File: config.mk
export PLATFORM = sky130hd
export DESIGN_NAME = dcd_core
export DESIGN_NICKNAME = d
export VERILOG_FILES = /design/src/dcd_pkg.sv /design/src/dcd_shifter.sv /design/src/dcd_multiplier.sv /design/src/dcd_core.sv
export SDC_FILE = /design/constraint.sdc
export NUM_CORES = 2
export LEC_CHECK = 0
export BUFFER_PORTS_ARGS = -buffer_cell sky130_fd_sc_hd__buf_2
export CAP_MARGIN = 10
export CORE_MARGIN = 2
export CORE_UTILIZATION = 47
export DETAILED_ROUTE_END_ITERATION = 10
export GPL_TIMING_DRIVEN = 0
export PLACE_DENSITY = 0.7
export SLEW_MARGIN = 20
export SYNTH_ARGS = -nofsm -noshare
export SYNTH_HDL_FRONTEND = slang
export SYNTH_SLANG_ARGS = --single-unit
File: constraint.sdc
create_clock -name clk -period 40.5 [get_ports clk]
set_input_delay 12.15 -clock clk [delete_from_list [all_inputs] [get_ports clk]]
set_output_delay 12.15 -clock clk [all_outputs]
set_load 0.05 [all_outputs]
File: src/dcd_pkg.sv
// Purpose: Shared constants and types for the signal processor core datapath.
// Assumes: 16-bit data words, 32-bit accumulator, single machine clock.
// Notes: Operation codes are internal encodings of this datapath.
package dcd_pkg;
  localparam int W = 16;
  localparam int AW = 32;
  localparam int STACK_DEPTH = 8;
  localparam int PTR_W = 3;
  localparam int PAGE_W = 9;
  localparam int OFS_W = 7;
  localparam logic [AW-1:0] ACC_MAX = 32'h7FFFFFFF;
  localparam logic [AW-1:0] ACC_MIN = 32'h80000000;
  localparam logic [W-1:0] PC_RESET = 16'h0000;
  localparam logic [7:0] CBC_RESET = 8'h00;
  localparam int CBC_EN1 = 3;
  localparam int CBC_EN2 = 7;
  localparam logic [4:0] SHIFT_MAX = 5'h10;
  localparam logic [2:0] POST_MAX = 3'h7;

  // Arithmetic unit operations
  typedef enum logic [2:0] {
    DCD_ALU_NOP = 3'b000,
    DCD_ALU_LOAD = 3'b001,
    DCD_ALU_ADD = 3'b010,
    DCD_ALU_SUB = 3'b011,
    DCD_ALU_AND = 3'b100,
    DCD_ALU_OR = 3'b101,
    DCD_ALU_XOR = 3'b110,
    DCD_ALU_SHR = 3'b111
  } dcd_alu_op_t;

  // Arithmetic unit operand source
  typedef enum logic [1:0] {
    DCD_SRC_DATA = 2'b00,
    DCD_SRC_IMM = 2'b01,
    DCD_SRC_PROD = 2'b10,
    DCD_SRC_BUF = 2'b11
  } dcd_src_t;

  // Second multiplier operand source
  typedef enum logic [1:0] {
    DCD_MSRC_DATA = 2'b00,
    DCD_MSRC_IMM = 2'b01,
    DCD_MSRC_PROG = 2'b10,
    DCD_MSRC_NONE = 2'b11
  } dcd_msrc_t;

  // Logic unit operations
  typedef enum logic [1:0] {
    DCD_PLU_AND = 2'b00,
    DCD_PLU_OR = 2'b01,
    DCD_PLU_XOR = 2'b10,
    DCD_PLU_PASS = 2'b11
  } dcd_plu_op_t;

  // Program sequencing requests
  typedef enum logic [1:0] {
    DCD_SEQ_STEP = 2'b00,
    DCD_SEQ_CALL = 2'b01,
    DCD_SEQ_RET = 2'b10,
    DCD_SEQ_INT = 2'b11
  } dcd_seq_t;
endpackage

File: src/dcd_shifter.sv
// Purpose: Input scaling shifter, 16-bit word to 32-bit operand.
// Assumes: Shift count already limited to 0..16 by caller.
// Notes: Purely combinational.
`timescale 1ns/1ps
module dcd_shifter import dcd_pkg::*; (
  input wire logic [W-1:0] din,
  input wire logic [4:0] count,
  input wire logic sign_ext,
  output logic [AW-1:0] dout
);
  logic [AW-1:0] ext;
  // Upper bits by sign mode, low bits zero filled
  always_comb begin
    ext = sign_ext ? {{W{din[W-1]}}, din} : {{W{1'b0}}, din};
    dout = ext << count;
  end
endmodule // dcd_shifter

File: src/dcd_multiplier.sv
// Purpose: Signed 16x16 multiplier array.
// Assumes: Both operands twos complement.
// Notes: Combinational; result captured by the caller in one cycle.
`timescale 1ns/1ps
module dcd_multiplier import dcd_pkg::*; (
  input wire logic [W-1:0] a,
  input wire logic [W-1:0] b,
  output logic [AW-1:0] p
);
  // Full-width signed product
  always_comb begin
    // Operands widened first so the product never wraps at 16 bits
    p = AW'($signed({{W{a[W-1]}}, a}) * $signed({{W{b[W-1]}}, b}));
  end
endmodule // dcd_multiplier

File: src/dcd_core.sv
// Purpose: Arithmetic, logic, multiply and sequencing datapath of a 16-bit DSP core.
// Assumes: Decode logic outside drives one-cycle control strobes per instruction.
// Notes: Memory writes are registered outputs; status bits are plain ports.
`timescale 1ns/1ps
// Function
// - 32-bit twos-complement arithmetic and Boolean unit
// - Accumulator feeds back, high/low words storable
// - 32-bit accumulator buffer saves and restores
// - Logic unit edits memory, leaves accumulator
// - Signed 16x16 multiply, 32-bit single cycle
// - Multiplicand register and readable product halves
// - Multiplier operand from data, immediate, program
// - Input shifter left 0 to 16
// - Zero low fill, sign mode upper fill
// - Right shift accumulator; output shift 0-7
// - Eight-entry stack for calls and interrupts
// - Interrupt shadows context, return restores it
// - Block repeat reloads start at end address
// - Block repeat counter and start address
// - Direct address is page plus offset
// - Circular buffer control, starts and ends
// - Prefetch counter tracks prefetch and transfers
// - Program counter updates after every decode
// - Prescale count from shift or bit pointer
// - Carry, overflow flag and saturate mode
// - Dual RAM space select and overlay bit
// - Bus request for global region accesses
module dcd_core import dcd_pkg::*; (
  input wire logic clk,
  input wire logic reset,
  input wire logic alu_en,
  input wire dcd_alu_op_t alu_op,
  input wire dcd_src_t alu_src,
  input wire logic [W-1:0] data_in,
  input wire logic [W-1:0] imm_in,
  input wire logic [W-1:0] prog_in,
  input wire logic shift_use_reg,
  input wire logic [4:0] shift_imm,
  input wire logic [2:0] post_shift,
  input wire logic acc_to_buf,
  input wire logic buf_to_acc,
  input wire logic plu_en,
  input wire dcd_plu_op_t plu_op,
  input wire logic plu_use_mask,
  input wire logic mpy_en,
  input wire dcd_msrc_t mpy_src,
  input wire logic multiplicand_load,
  input wire logic shift_count_load,
  input wire logic bit_pointer_load,
  input wire logic mask_load,
  input wire logic count_load_shift,
  input wire logic count_load_bit,
  input wire logic count_from_reg,
  input wire logic [3:0] count_imm,
  input wire logic sign_extend_mode_flag,
  input wire logic overflow_saturate_mode,
  input wire logic dual_ram_space_select,
  input wire logic single_ram_overlay_bit,
  input wire logic [W-1:0] aux_index_in,
  input wire logic [W-1:0] aux_compare_in,
  input wire logic [W-1:0] mode_in,
  input wire logic decode,
  input wire dcd_seq_t seq_op,
  input wire logic [W-1:0] branch_addr,
  input wire logic prefetch,
  input wire logic pfc_load,
  input wire logic [W-1:0] pfc_addr,
  input wire logic block_repeat_start,
  input wire logic [W-1:0] block_start_in,
  input wire logic [W-1:0] block_end_in,
  input wire logic [W-1:0] block_count_in,
  input wire logic page_load,
  input wire logic [PAGE_W-1:0] page_in,
  input wire logic [OFS_W-1:0] dir_offset,
  input wire logic dir_access,
  input wire logic [7:0] global_region_reg,
  input wire logic circ_load,
  input wire logic [7:0] circ_ctrl_in,
  input wire logic [W-1:0] circ_start_one_in,
  input wire logic [W-1:0] circ_end_one_in,
  input wire logic [W-1:0] circ_start_two_in,
  input wire logic [W-1:0] circ_end_two_in,
  output logic [AW-1:0] acc_r,
  output logic [AW-1:0] accumulator_buffer_r,
  output logic [W-1:0] acc_high_store_r,
  output logic [W-1:0] acc_low_store_r,
  output logic [AW-1:0] product_reg_r,
  output logic [W-1:0] multiplicand_reg_r,
  output logic [W-1:0] dynamic_shift_count_reg_r,
  output logic [W-1:0] dynamic_bit_pointer_reg_r,
  output logic [W-1:0] bit_manip_mask_reg_r,
  output logic [3:0] prescale_count_r,
  output logic [W-1:0] plu_wdata_r,
  output logic plu_we_r,
  output logic carry_r,
  output logic overflow_flag_r,
  output logic [W-1:0] pc_r,
  output logic [W-1:0] prefetch_counter_r,
  output logic [PTR_W:0] stack_level_r,
  output logic block_repeat_active_flag_r,
  output logic [W-1:0] block_repeat_counter_r,
  output logic [W-1:0] block_start_addr_reg_r,
  output logic [W-1:0] block_end_addr_reg_r,
  output logic [W-1:0] data_addr_r,
  output logic [PAGE_W-1:0] data_page_pointer_r,
  output logic global_bus_request_r,
  output logic [7:0] circ_buffer_control_r,
  output logic [W-1:0] circ_start_one_r,
  output logic [W-1:0] circ_end_one_r,
  output logic [W-1:0] circ_start_two_r,
  output logic [W-1:0] circ_end_two_r,
  output logic dual_ram_space_select_r,
  output logic single_ram_overlay_bit_r,
  output logic [W-1:0] aux_index_reg_r,
  output logic [W-1:0] aux_compare_reg_r,
  output logic [W-1:0] processor_mode_reg_r
);
  logic [AW-1:0] shifted, product, operand, acc_nxt, acc_post;
  logic [AW:0] sum;
  logic ovf, carry_nxt;
  logic [4:0] shift_cnt;
  logic [W-1:0] mpy_b, plu_opnd;
  logic [W-1:0] stack_mem [STACK_DEPTH];
  logic [PTR_W-1:0] sp_idx;
  logic [W-1:0] pc_nxt;
  // One-deep interrupt shadow
  logic [AW-1:0] sh_acc, sh_buf, sh_prod;
  logic [W-1:0] sh_mcand, sh_shc, sh_bitp, sh_idx, sh_cmp, sh_mode;
  logic sh_carry, sh_ovf, sh_dual, sh_single_ram_overlay_bit;

  // Clamp a shift count to the 0..16 range
  function automatic logic [4:0] clamp16(input logic [W-1:0] c);
    return (c > W'(SHIFT_MAX)) ? SHIFT_MAX : 5'(c);
  endfunction

  // Input shift count: full register word is clamped, not truncated first
  assign shift_cnt = clamp16(shift_use_reg ? dynamic_shift_count_reg_r : W'(shift_imm));

  dcd_shifter u_shifter (
    .din(alu_src == DCD_SRC_IMM ? imm_in : data_in),
    .count(shift_cnt),
    .sign_ext(sign_extend_mode_flag),
    .dout(shifted)
  );

  // Second multiplier operand select
  always_comb begin
    case (mpy_src)
      DCD_MSRC_DATA: mpy_b = data_in;
      DCD_MSRC_IMM: mpy_b = imm_in;
      DCD_MSRC_PROG: mpy_b = prog_in;
      default: mpy_b = data_in;
    endcase
  end

  dcd_multiplier u_mpy (
    .a(multiplicand_reg_r),
    .b(mpy_b),
    .p(product)
  );

  // Arithmetic unit with wrap or saturate
  always_comb begin
    operand = shifted;
    if (alu_src == DCD_SRC_PROD) begin
      operand = product_reg_r;
    end else if (alu_src == DCD_SRC_BUF) begin
      operand = accumulator_buffer_r;
    end
    sum = {1'b0, acc_r};
    ovf = 1'b0;
    case (alu_op)
      DCD_ALU_LOAD: sum = {1'b0, operand};
      DCD_ALU_ADD: begin
        sum = {1'b0, acc_r} + {1'b0, operand};
        ovf = (acc_r[AW-1] == operand[AW-1]) && (sum[AW-1] != acc_r[AW-1]);
      end
      DCD_ALU_SUB: begin
        sum = {1'b0, acc_r} - {1'b0, operand};
        sum[AW] = ~sum[AW]; // Carry means no borrow
        ovf = (acc_r[AW-1] != operand[AW-1]) && (sum[AW-1] != acc_r[AW-1]);
      end
      DCD_ALU_AND: sum = {1'b0, acc_r & operand};
      DCD_ALU_OR: sum = {1'b0, acc_r | operand};
      DCD_ALU_XOR: sum = {1'b0, acc_r ^ operand};
      DCD_ALU_SHR: sum = {1'b0, AW'($signed(acc_r) >>> shift_cnt)};
      default: sum = {1'b0, acc_r};
    endcase
    carry_nxt = (alu_op == DCD_ALU_ADD || alu_op == DCD_ALU_SUB) ? sum[AW] : carry_r;
    acc_nxt = sum[AW-1:0];
    if (ovf && overflow_saturate_mode) begin
      acc_nxt = acc_r[AW-1] ? ACC_MIN : ACC_MAX;
    end
    acc_post = acc_r << ((post_shift > POST_MAX) ? POST_MAX : post_shift);
  end

  // Accumulator, buffer and flags
  always_ff @(posedge clk or posedge reset) begin
    if (reset) begin
      acc_r <= '0;
      accumulator_buffer_r <= '0;
      carry_r <= 1'b0;
      overflow_flag_r <= 1'b0;
    end else if (seq_op == DCD_SEQ_RET && decode) begin
      acc_r <= sh_acc;
      accumulator_buffer_r <= sh_buf;
      carry_r <= sh_carry;
      overflow_flag_r <= sh_ovf;
    end else begin
      if (alu_en && alu_op != DCD_ALU_NOP) begin
        acc_r <= acc_nxt;
        carry_r <= carry_nxt;
        if (ovf) begin
          overflow_flag_r <= 1'b1;
        end
      end else if (buf_to_acc) begin
        acc_r <= accumulator_buffer_r;
      end
      if (acc_to_buf) begin
        accumulator_buffer_r <= acc_r;
      end
    end
  end

  // Stored accumulator words after the output shifter
  always_ff @(posedge clk or posedge reset) begin
    if (reset) begin
      acc_high_store_r <= '0;
      acc_low_store_r <= '0;
    end else begin
      acc_high_store_r <= acc_post[AW-1:W];
      acc_low_store_r <= acc_post[W-1:0];
    end
  end

  // Multiplier registers and temporaries
  always_ff @(posedge clk or posedge reset) begin
    if (reset) begin
      product_reg_r <= '0;
      multiplicand_reg_r <= '0;
      dynamic_shift_count_reg_r <= '0;
      dynamic_bit_pointer_reg_r <= '0;
      bit_manip_mask_reg_r <= '0;
    end else if (seq_op == DCD_SEQ_RET && decode) begin
      product_reg_r <= sh_prod;
      multiplicand_reg_r <= sh_mcand;
      dynamic_shift_count_reg_r <= sh_shc;
      dynamic_bit_pointer_reg_r <= sh_bitp;
    end else begin
      if (mpy_en) begin
        product_reg_r <= product;
      end
      if (multiplicand_load) begin
        multiplicand_reg_r <= data_in;
      end
      if (shift_count_load) begin
        dynamic_shift_count_reg_r <= data_in;
      end
      if (bit_pointer_load) begin
        dynamic_bit_pointer_reg_r <= data_in;
      end
      if (mask_load) begin
        bit_manip_mask_reg_r <= data_in;
      end
    end
  end

  // Prescale count register
  always_ff @(posedge clk or posedge reset) begin
    if (reset) begin
      prescale_count_r <= '0;
    end else if (count_load_shift) begin
      prescale_count_r <= count_from_reg ? dynamic_shift_count_reg_r[3:0] : count_imm;
    end else if (count_load_bit) begin
      prescale_count_r <= count_from_reg ? dynamic_bit_pointer_reg_r[3:0] : count_imm;
    end
  end

  // Logic unit writes memory directly
  assign plu_opnd = plu_use_mask ? bit_manip_mask_reg_r : imm_in;
  always_ff @(posedge clk or posedge reset) begin
    if (reset) begin
      plu_wdata_r <= '0;
      plu_we_r <= 1'b0;
    end else begin
      plu_we_r <= plu_en;
      case (plu_op)
        DCD_PLU_AND: plu_wdata_r <= data_in & plu_opnd;
        DCD_PLU_OR: plu_wdata_r <= data_in | plu_opnd;
        DCD_PLU_XOR: plu_wdata_r <= data_in ^ plu_opnd;
        default: plu_wdata_r <= plu_opnd;
      endcase
    end
  end

  // Next program counter with block repeat compare
  assign sp_idx = PTR_W'(stack_level_r - 1'b1);
  always_comb begin
    pc_nxt = pc_r + 1'b1;
    case (seq_op)
      DCD_SEQ_CALL, DCD_SEQ_INT: pc_nxt = branch_addr;
      DCD_SEQ_RET: pc_nxt = stack_mem[sp_idx];
      default: begin
        if (block_repeat_active_flag_r && pc_r == block_end_addr_reg_r) begin
          pc_nxt = block_start_addr_reg_r;
        end
      end
    endcase
  end

  // Program counter and stack
  always_ff @(posedge clk or posedge reset) begin
    if (reset) begin
      pc_r <= PC_RESET;
      stack_level_r <= '0;
      for (int i = 0; i < STACK_DEPTH; i++) begin
        stack_mem[i] <= '0;
      end
    end else if (decode) begin
      pc_r <= pc_nxt;
      if ((seq_op == DCD_SEQ_CALL || seq_op == DCD_SEQ_INT) && stack_level_r != (PTR_W+1)'(STACK_DEPTH)) begin
        stack_mem[stack_level_r[PTR_W-1:0]] <= pc_r + 1'b1;
        stack_level_r <= stack_level_r + 1'b1;
      end else if (seq_op == DCD_SEQ_RET && stack_level_r != '0) begin
        stack_level_r <= stack_level_r - 1'b1;
      end
    end
  end

  // Block repeat registers
  always_ff @(posedge clk or posedge reset) begin
    if (reset) begin
      block_repeat_active_flag_r <= 1'b0;
      block_repeat_counter_r <= '0;
      block_start_addr_reg_r <= '0;
      block_end_addr_reg_r <= '0;
    end else if (block_repeat_start) begin
      block_repeat_active_flag_r <= 1'b1;
      block_repeat_counter_r <= block_count_in;
      block_start_addr_reg_r <= block_start_in;
      block_end_addr_reg_r <= block_end_in;
    end else if (decode && seq_op == DCD_SEQ_STEP && block_repeat_active_flag_r
                 && pc_r == block_end_addr_reg_r) begin
      if (block_repeat_counter_r == '0) begin
        block_repeat_active_flag_r <= 1'b0;
      end else begin
        block_repeat_counter_r <= block_repeat_counter_r - 1'b1;
      end
    end
  end

  // Prefetch counter
  always_ff @(posedge clk or posedge reset) begin
    if (reset) begin
      prefetch_counter_r <= PC_RESET;
    end else if (pfc_load) begin
      prefetch_counter_r <= pfc_addr;
    end else if (prefetch) begin
      prefetch_counter_r <= prefetch_counter_r + 1'b1;
    end
  end

  // Direct address and global bus request
  always_ff @(posedge clk or posedge reset) begin
    if (reset) begin
      data_page_pointer_r <= '0;
      data_addr_r <= '0;
      global_bus_request_r <= 1'b0;
    end else begin
      if (page_load) begin
        data_page_pointer_r <= page_in;
      end
      data_addr_r <= {data_page_pointer_r, dir_offset};
      global_bus_request_r <= dir_access && global_region_reg != 8'h00
        && ((data_page_pointer_r[PAGE_W-1:1] & global_region_reg) == global_region_reg);
    end
  end

  // Circular buffer and configuration registers
  always_ff @(posedge clk or posedge reset) begin
    if (reset) begin
      circ_buffer_control_r <= CBC_RESET;
      circ_start_one_r <= '0;
      circ_end_one_r <= '0;
      circ_start_two_r <= '0;
      circ_end_two_r <= '0;
    end else if (circ_load) begin
      circ_buffer_control_r <= circ_ctrl_in;
      circ_start_one_r <= circ_start_one_in;
      circ_end_one_r <= circ_end_one_in;
      circ_start_two_r <= circ_start_two_in;
      circ_end_two_r <= circ_end_two_in;
    end
  end

  // Mode and index registers, restored on return
  always_ff @(posedge clk or posedge reset) begin
    if (reset) begin
      dual_ram_space_select_r <= 1'b0;
      single_ram_overlay_bit_r <= 1'b0;
      aux_index_reg_r <= '0;
      aux_compare_reg_r <= '0;
      processor_mode_reg_r <= '0;
    end else if (seq_op == DCD_SEQ_RET && decode) begin
      dual_ram_space_select_r <= sh_dual;
      single_ram_overlay_bit_r <= sh_single_ram_overlay_bit;
      aux_index_reg_r <= sh_idx;
      aux_compare_reg_r <= sh_cmp;
      processor_mode_reg_r <= sh_mode;
    end else begin
      dual_ram_space_select_r <= dual_ram_space_select;
      single_ram_overlay_bit_r <= single_ram_overlay_bit;
      aux_index_reg_r <= aux_index_in;
      aux_compare_reg_r <= aux_compare_in;
      processor_mode_reg_r <= mode_in;
    end
  end

  // Interrupt context shadow capture
  always_ff @(posedge clk or posedge reset) begin
    if (reset) begin
      {sh_acc, sh_buf, sh_prod} <= '0;
      {sh_mcand, sh_shc, sh_bitp, sh_idx, sh_cmp, sh_mode} <= '0;
      {sh_carry, sh_ovf, sh_dual, sh_single_ram_overlay_bit} <= '0;
    end else if (decode && seq_op == DCD_SEQ_INT) begin
      sh_acc <= acc_r;
      sh_buf <= accumulator_buffer_r;
      sh_prod <= product_reg_r;
      sh_mcand <= multiplicand_reg_r;
      sh_shc <= dynamic_shift_count_reg_r;
      sh_bitp <= dynamic_bit_pointer_reg_r;
      sh_idx <= aux_index_reg_r;
      sh_cmp <= aux_compare_reg_r;
      sh_mode <= processor_mode_reg_r;
      {sh_carry, sh_ovf, sh_dual, sh_single_ram_overlay_bit} <= {carry_r, overflow_flag_r, dual_ram_space_select_r,
                                               single_ram_overlay_bit_r};
    end
  end

  // Product follows the multiplier one cycle after a multiply
  mpy_product_a: assert property (@(posedge clk) disable iff (reset)
    mpy_en && !(seq_op == DCD_SEQ_RET && decode) |=> product_reg_r == $past(product)) else $error("product wrong");
  sat_pos_a: assert property (@(posedge clk) disable iff (reset)
    alu_en && alu_op == DCD_ALU_ADD && ovf && overflow_saturate_mode && !acc_r[AW-1]
    && !(seq_op == DCD_SEQ_RET && decode) |=> acc_r == ACC_MAX) else $error("no saturation");
  repeat_jump_a: assert property (@(posedge clk) disable iff (reset)
    decode && seq_op == DCD_SEQ_STEP && block_repeat_active_flag_r && pc_r == block_end_addr_reg_r
    |=> pc_r == $past(block_start_addr_reg_r)) else $error("repeat jump missing");
  stack_bound_a: assert property (@(posedge clk) disable iff (reset)
    stack_level_r <= (PTR_W+1)'(STACK_DEPTH)) else $error("stack overrun");
  page_addr_a: assert property (@(posedge clk) disable iff (reset)
    ##1 data_addr_r == {$past(data_page_pointer_r), $past(dir_offset)}) else $error("bad address");
  plu_keep_acc_a: assert property (@(posedge clk) disable iff (reset)
    plu_en && !alu_en && !buf_to_acc && !decode |=> $stable(acc_r)) else $error("logic unit hit acc");
  ovf_flag_a: assert property (@(posedge clk) disable iff (reset)
    alu_en && ovf && alu_op != DCD_ALU_NOP && !(seq_op == DCD_SEQ_RET && decode)
    |=> overflow_flag_r) else $error("overflow not flagged");
  buf_copy_a: assert property (@(posedge clk) disable iff (reset)
    acc_to_buf && !(seq_op == DCD_SEQ_RET && decode) |=> accumulator_buffer_r == $past(acc_r)) else $error("buffer copy");
endmodule // dcd_core

==> run metrics <==
Design Area, Final=approximately 62,000 um^2; status=finished clean; Simple-Gate Fraction of Synth Area=12.2%; post-layout net count=between 7,000 and 8,000; Max Freq=0.0490 GHz; CTS tree=done; Total GRT Usage=38.6%; Synth Area in XOR/XNOR=under 10%; PostCTS Resize Cnt=0; Least-Margin Pin Slew=between 1 and 1.5 ns; Post-DP Area=59,100 um^2; RSZ-0062 raised after global routing=no; Crit-path slowest cell=a21oi_1; Post-synth EDFFs=0; final setup vio count=0; Layout area overhead=17.0%; total power after layout=around 6.2 mW; Synth async-reset ratio=100%; maximum vdd drop=between 0.1 and 0.15 mV; WL met3=between 20 and 30 mm; routed vias=about 49,000; Hold Crit Class=reg -> reg; initial DRC count=roughly 5,500; clk sink count=~770; DRC viols=0; highest routing layer actually used=met5; CP required=roughly 41 ns; Final Skew=just over 0.06 ns; Synth Warn #=0; Synth Cell Area=around 53,000 um^2; die width=341 um; Clock Tree Root=clkbuf_16; WL per Instance=slightly below 30 um; clk buf depth=3; dpl cells=7,761; mux contribution to synthesized area=between 10% and 20%; number of buffers created by CTS=slightly below 90; crit-path max FO=10; first-pass iteration count of the detailed router=8; max_slew headroom=around 7.9%; sequential area share after synthesis=a little over a third; worst reg-to-reg setup slack=approximately 32 ns; CTS Hold Bufs=0; mean post-synth cell area=between 9 and 10 um^2; Compound-Gate Fraction of Synth Area=between 10% and 20%; Die ar.=116,000 um^2; grt total ovfl=0; P per Cell Area=between 100 and 150 nW/um^2; max cap viols=0; Pleak=around 29 nW; Boundary Pins=770; first-pass GRT wire length=329 mm; CP Launch Type=input pin; Die Ht=around 340 um; kind of critical path=in -> reg; fin crit share=between 50% and 60%; CP Capture Type=register; clock transition time at the flip-flop clock pins of the worst setup and hold paths=around 0.06 ns; adder-cell share of the synthesized area=between 10% and 20%; most used flip-flop cell after synthesis=dfrtp_1; share of layout cells above drive strength 1=22.2%; combinational family with the most area after synthesis=adder cells; antenna-violating nets left=0; initial antenna violation count=27; minimum clock period=20.39 ns; Vias/cell=between 6 and 7; GP Congestion=1.07; post-synth cell types=96; wl on met1=between 80 and 90 mm; worst stage delay on the critical path=between 0.8 and 0.9 ns; vias in the first global route=about 47,000; Syn Nets=about 6,300; final std cells w/o fill=between 7,000 and 8,000; count of final hold-check violations=0; pin count of the biggest net entering global routing=roughly 110; core area=about 110,000 um^2; met2 WL=98.8 mm; synthesized flop and latch total=772; Worst Path Arrival=20.94 ns; Final Max Slew Viols=0; initial core utilization=a little under half; worst hold margin=~0.41 ns; buffer count from post-CTS setup fixing=0; final wirelength=229 mm; H-Tree Depth=3; Clock Latency Late Sink=0.72 ns; dpl hpwl=~180 mm; std cell rows=around 120; Cells after Synth=5,503; Buffers on Ports=750
[power breakdown]
group          internal (mW)  switching, mW  total [mW]
sequential             0.994          0.259        1.25
combinational           1.62           2.49        4.11
clock                  0.511          0.368       0.879
[kinds of logic (layout without fill, tap and decap cells)]
group	after synthesis	count (layout)
compound gates	1172	1172
xor+xnor	119	119
fa+ha+maj	493	493
buf+inv	795	1714
flops	772	772
mux	667	667
other cells	0	20
simple gates	1485	1485
[state kept, by name, summed over array words and instances, names as in the netlist, 32 cells and up]
name	count
acc_r	32
accumulator_buffer_r	32
product_reg_r	32
sh_acc	32
sh_buf	32
sh_prod	32
stack_mem	128
[critical path, delay by kind of cell]
kind            cells  cell delay (ns)
compound gates     10             2.79
simple gates        3             0.47
xor+xnor            1             0.29
buf+inv            11             1.74
fa+ha+maj           8             3.47
[stage by stage]
stage,utilization (%),setup slack [ns],setup TNS (ns)
finish,55.4,20.11,0
global route,55.4,19.76,0
CTS,55.4,20.27,0
detailed placement,52.6,19.62,0
global placement,52.4,-1.87,-1265.84
floorplan,-,6.68,0
[cells in the final DEF, fill, tap and decap left out, drive strengths merged, types with 27 or more instances in the layout]
cell | netlist | final
o22ai | 47 | 47
nand2 | 757 | 757
mux4 | 73 | 73
o211ai | 31 | 31
mux2i | 250 | 250
clkbuf | 268 | 384
and2 | 48 | 48
a31oi | 29 | 29
a221oi | 35 | 35
mux2 | 344 | 344
fa | 264 | 264
nand3 | 55 | 55
nor2b | 78 | 78
a21oi | 366 | 366
a21o | 27 | 27
a211oi | 35 | 35
nor3 | 65 | 65
buf | 87 | 845
xnor2 | 76 | 76
dfrtp | 772 | 772
ha | 229 | 229
o21ai | 386 | 386
nand2b | 27 | 27
inv | 440 | 444
xor2 | 43 | 43
nor2 | 339 | 339
[worst paths after layout]
check                                  startpoint                        to  depth (start not counted)
hold reg to reg            data_page_pointer_r[0]            data_addr_r[7]                          0
setup reg to reg            multiplicand_reg_r[7]         product_reg_r[31]                         27
max in group asynchronous                   reset  processor_mode_reg_r[12]                          7
min in group asynchronous                   reset                 acc_r[19]                          2
hold / removal             data_page_pointer_r[0]            data_addr_r[7]                          0
setup / recovery                       mpy_src[1]         product_reg_r[31]                         33
[cells in the mapped netlist (48+ instances only)]
cell      instances  area, um^2
a21oi_1         363        1820
and2_1           48         300
buf_1            51         191
clkbuf_1        268        1010
dfrtp_1         772       19300
fa_1            264        5290
ha_1            229        2870
inv_1           439        1650
mux2_2          344        3870
mux2i_1         250        2500
mux4_2           73        1640
nand2_1         757        2840
nand3_1          55         275
nor2_1          336        1260
nor2b_1          78         488
nor3_1           65         325
o21ai_0         379        1900
xnor2_1          76         666
[layout make-up]
| cell class | instances | area, um^2 |
|---|---|---|
| fillers | 10200 | 50100 |
| multi-input cells | 3936 | 30900 |
| flip-flops and latches | 772 | 19300 |
| repair buffers | 758 | 3970 |
| clock buffers | 116 | 2430 |
| well taps | 1500 | 1880 |
| inverters | 440 | 1660 |
| plain buffers | 355 | 1430 |
| clock inverters | 45 | 723 |
| diodes | 20 | 50.0 |
[per-layer routing]
layer | vias to the layer above | GRT usage (%)
met5 | - | 0
met4 | 18 | 19.0
met3 | 715 | 12.6
met2 | 3118 | 57.9
met1 | 24200 | 50.4
li1 | 20600 | -
(Power assumes the default switching activity.)
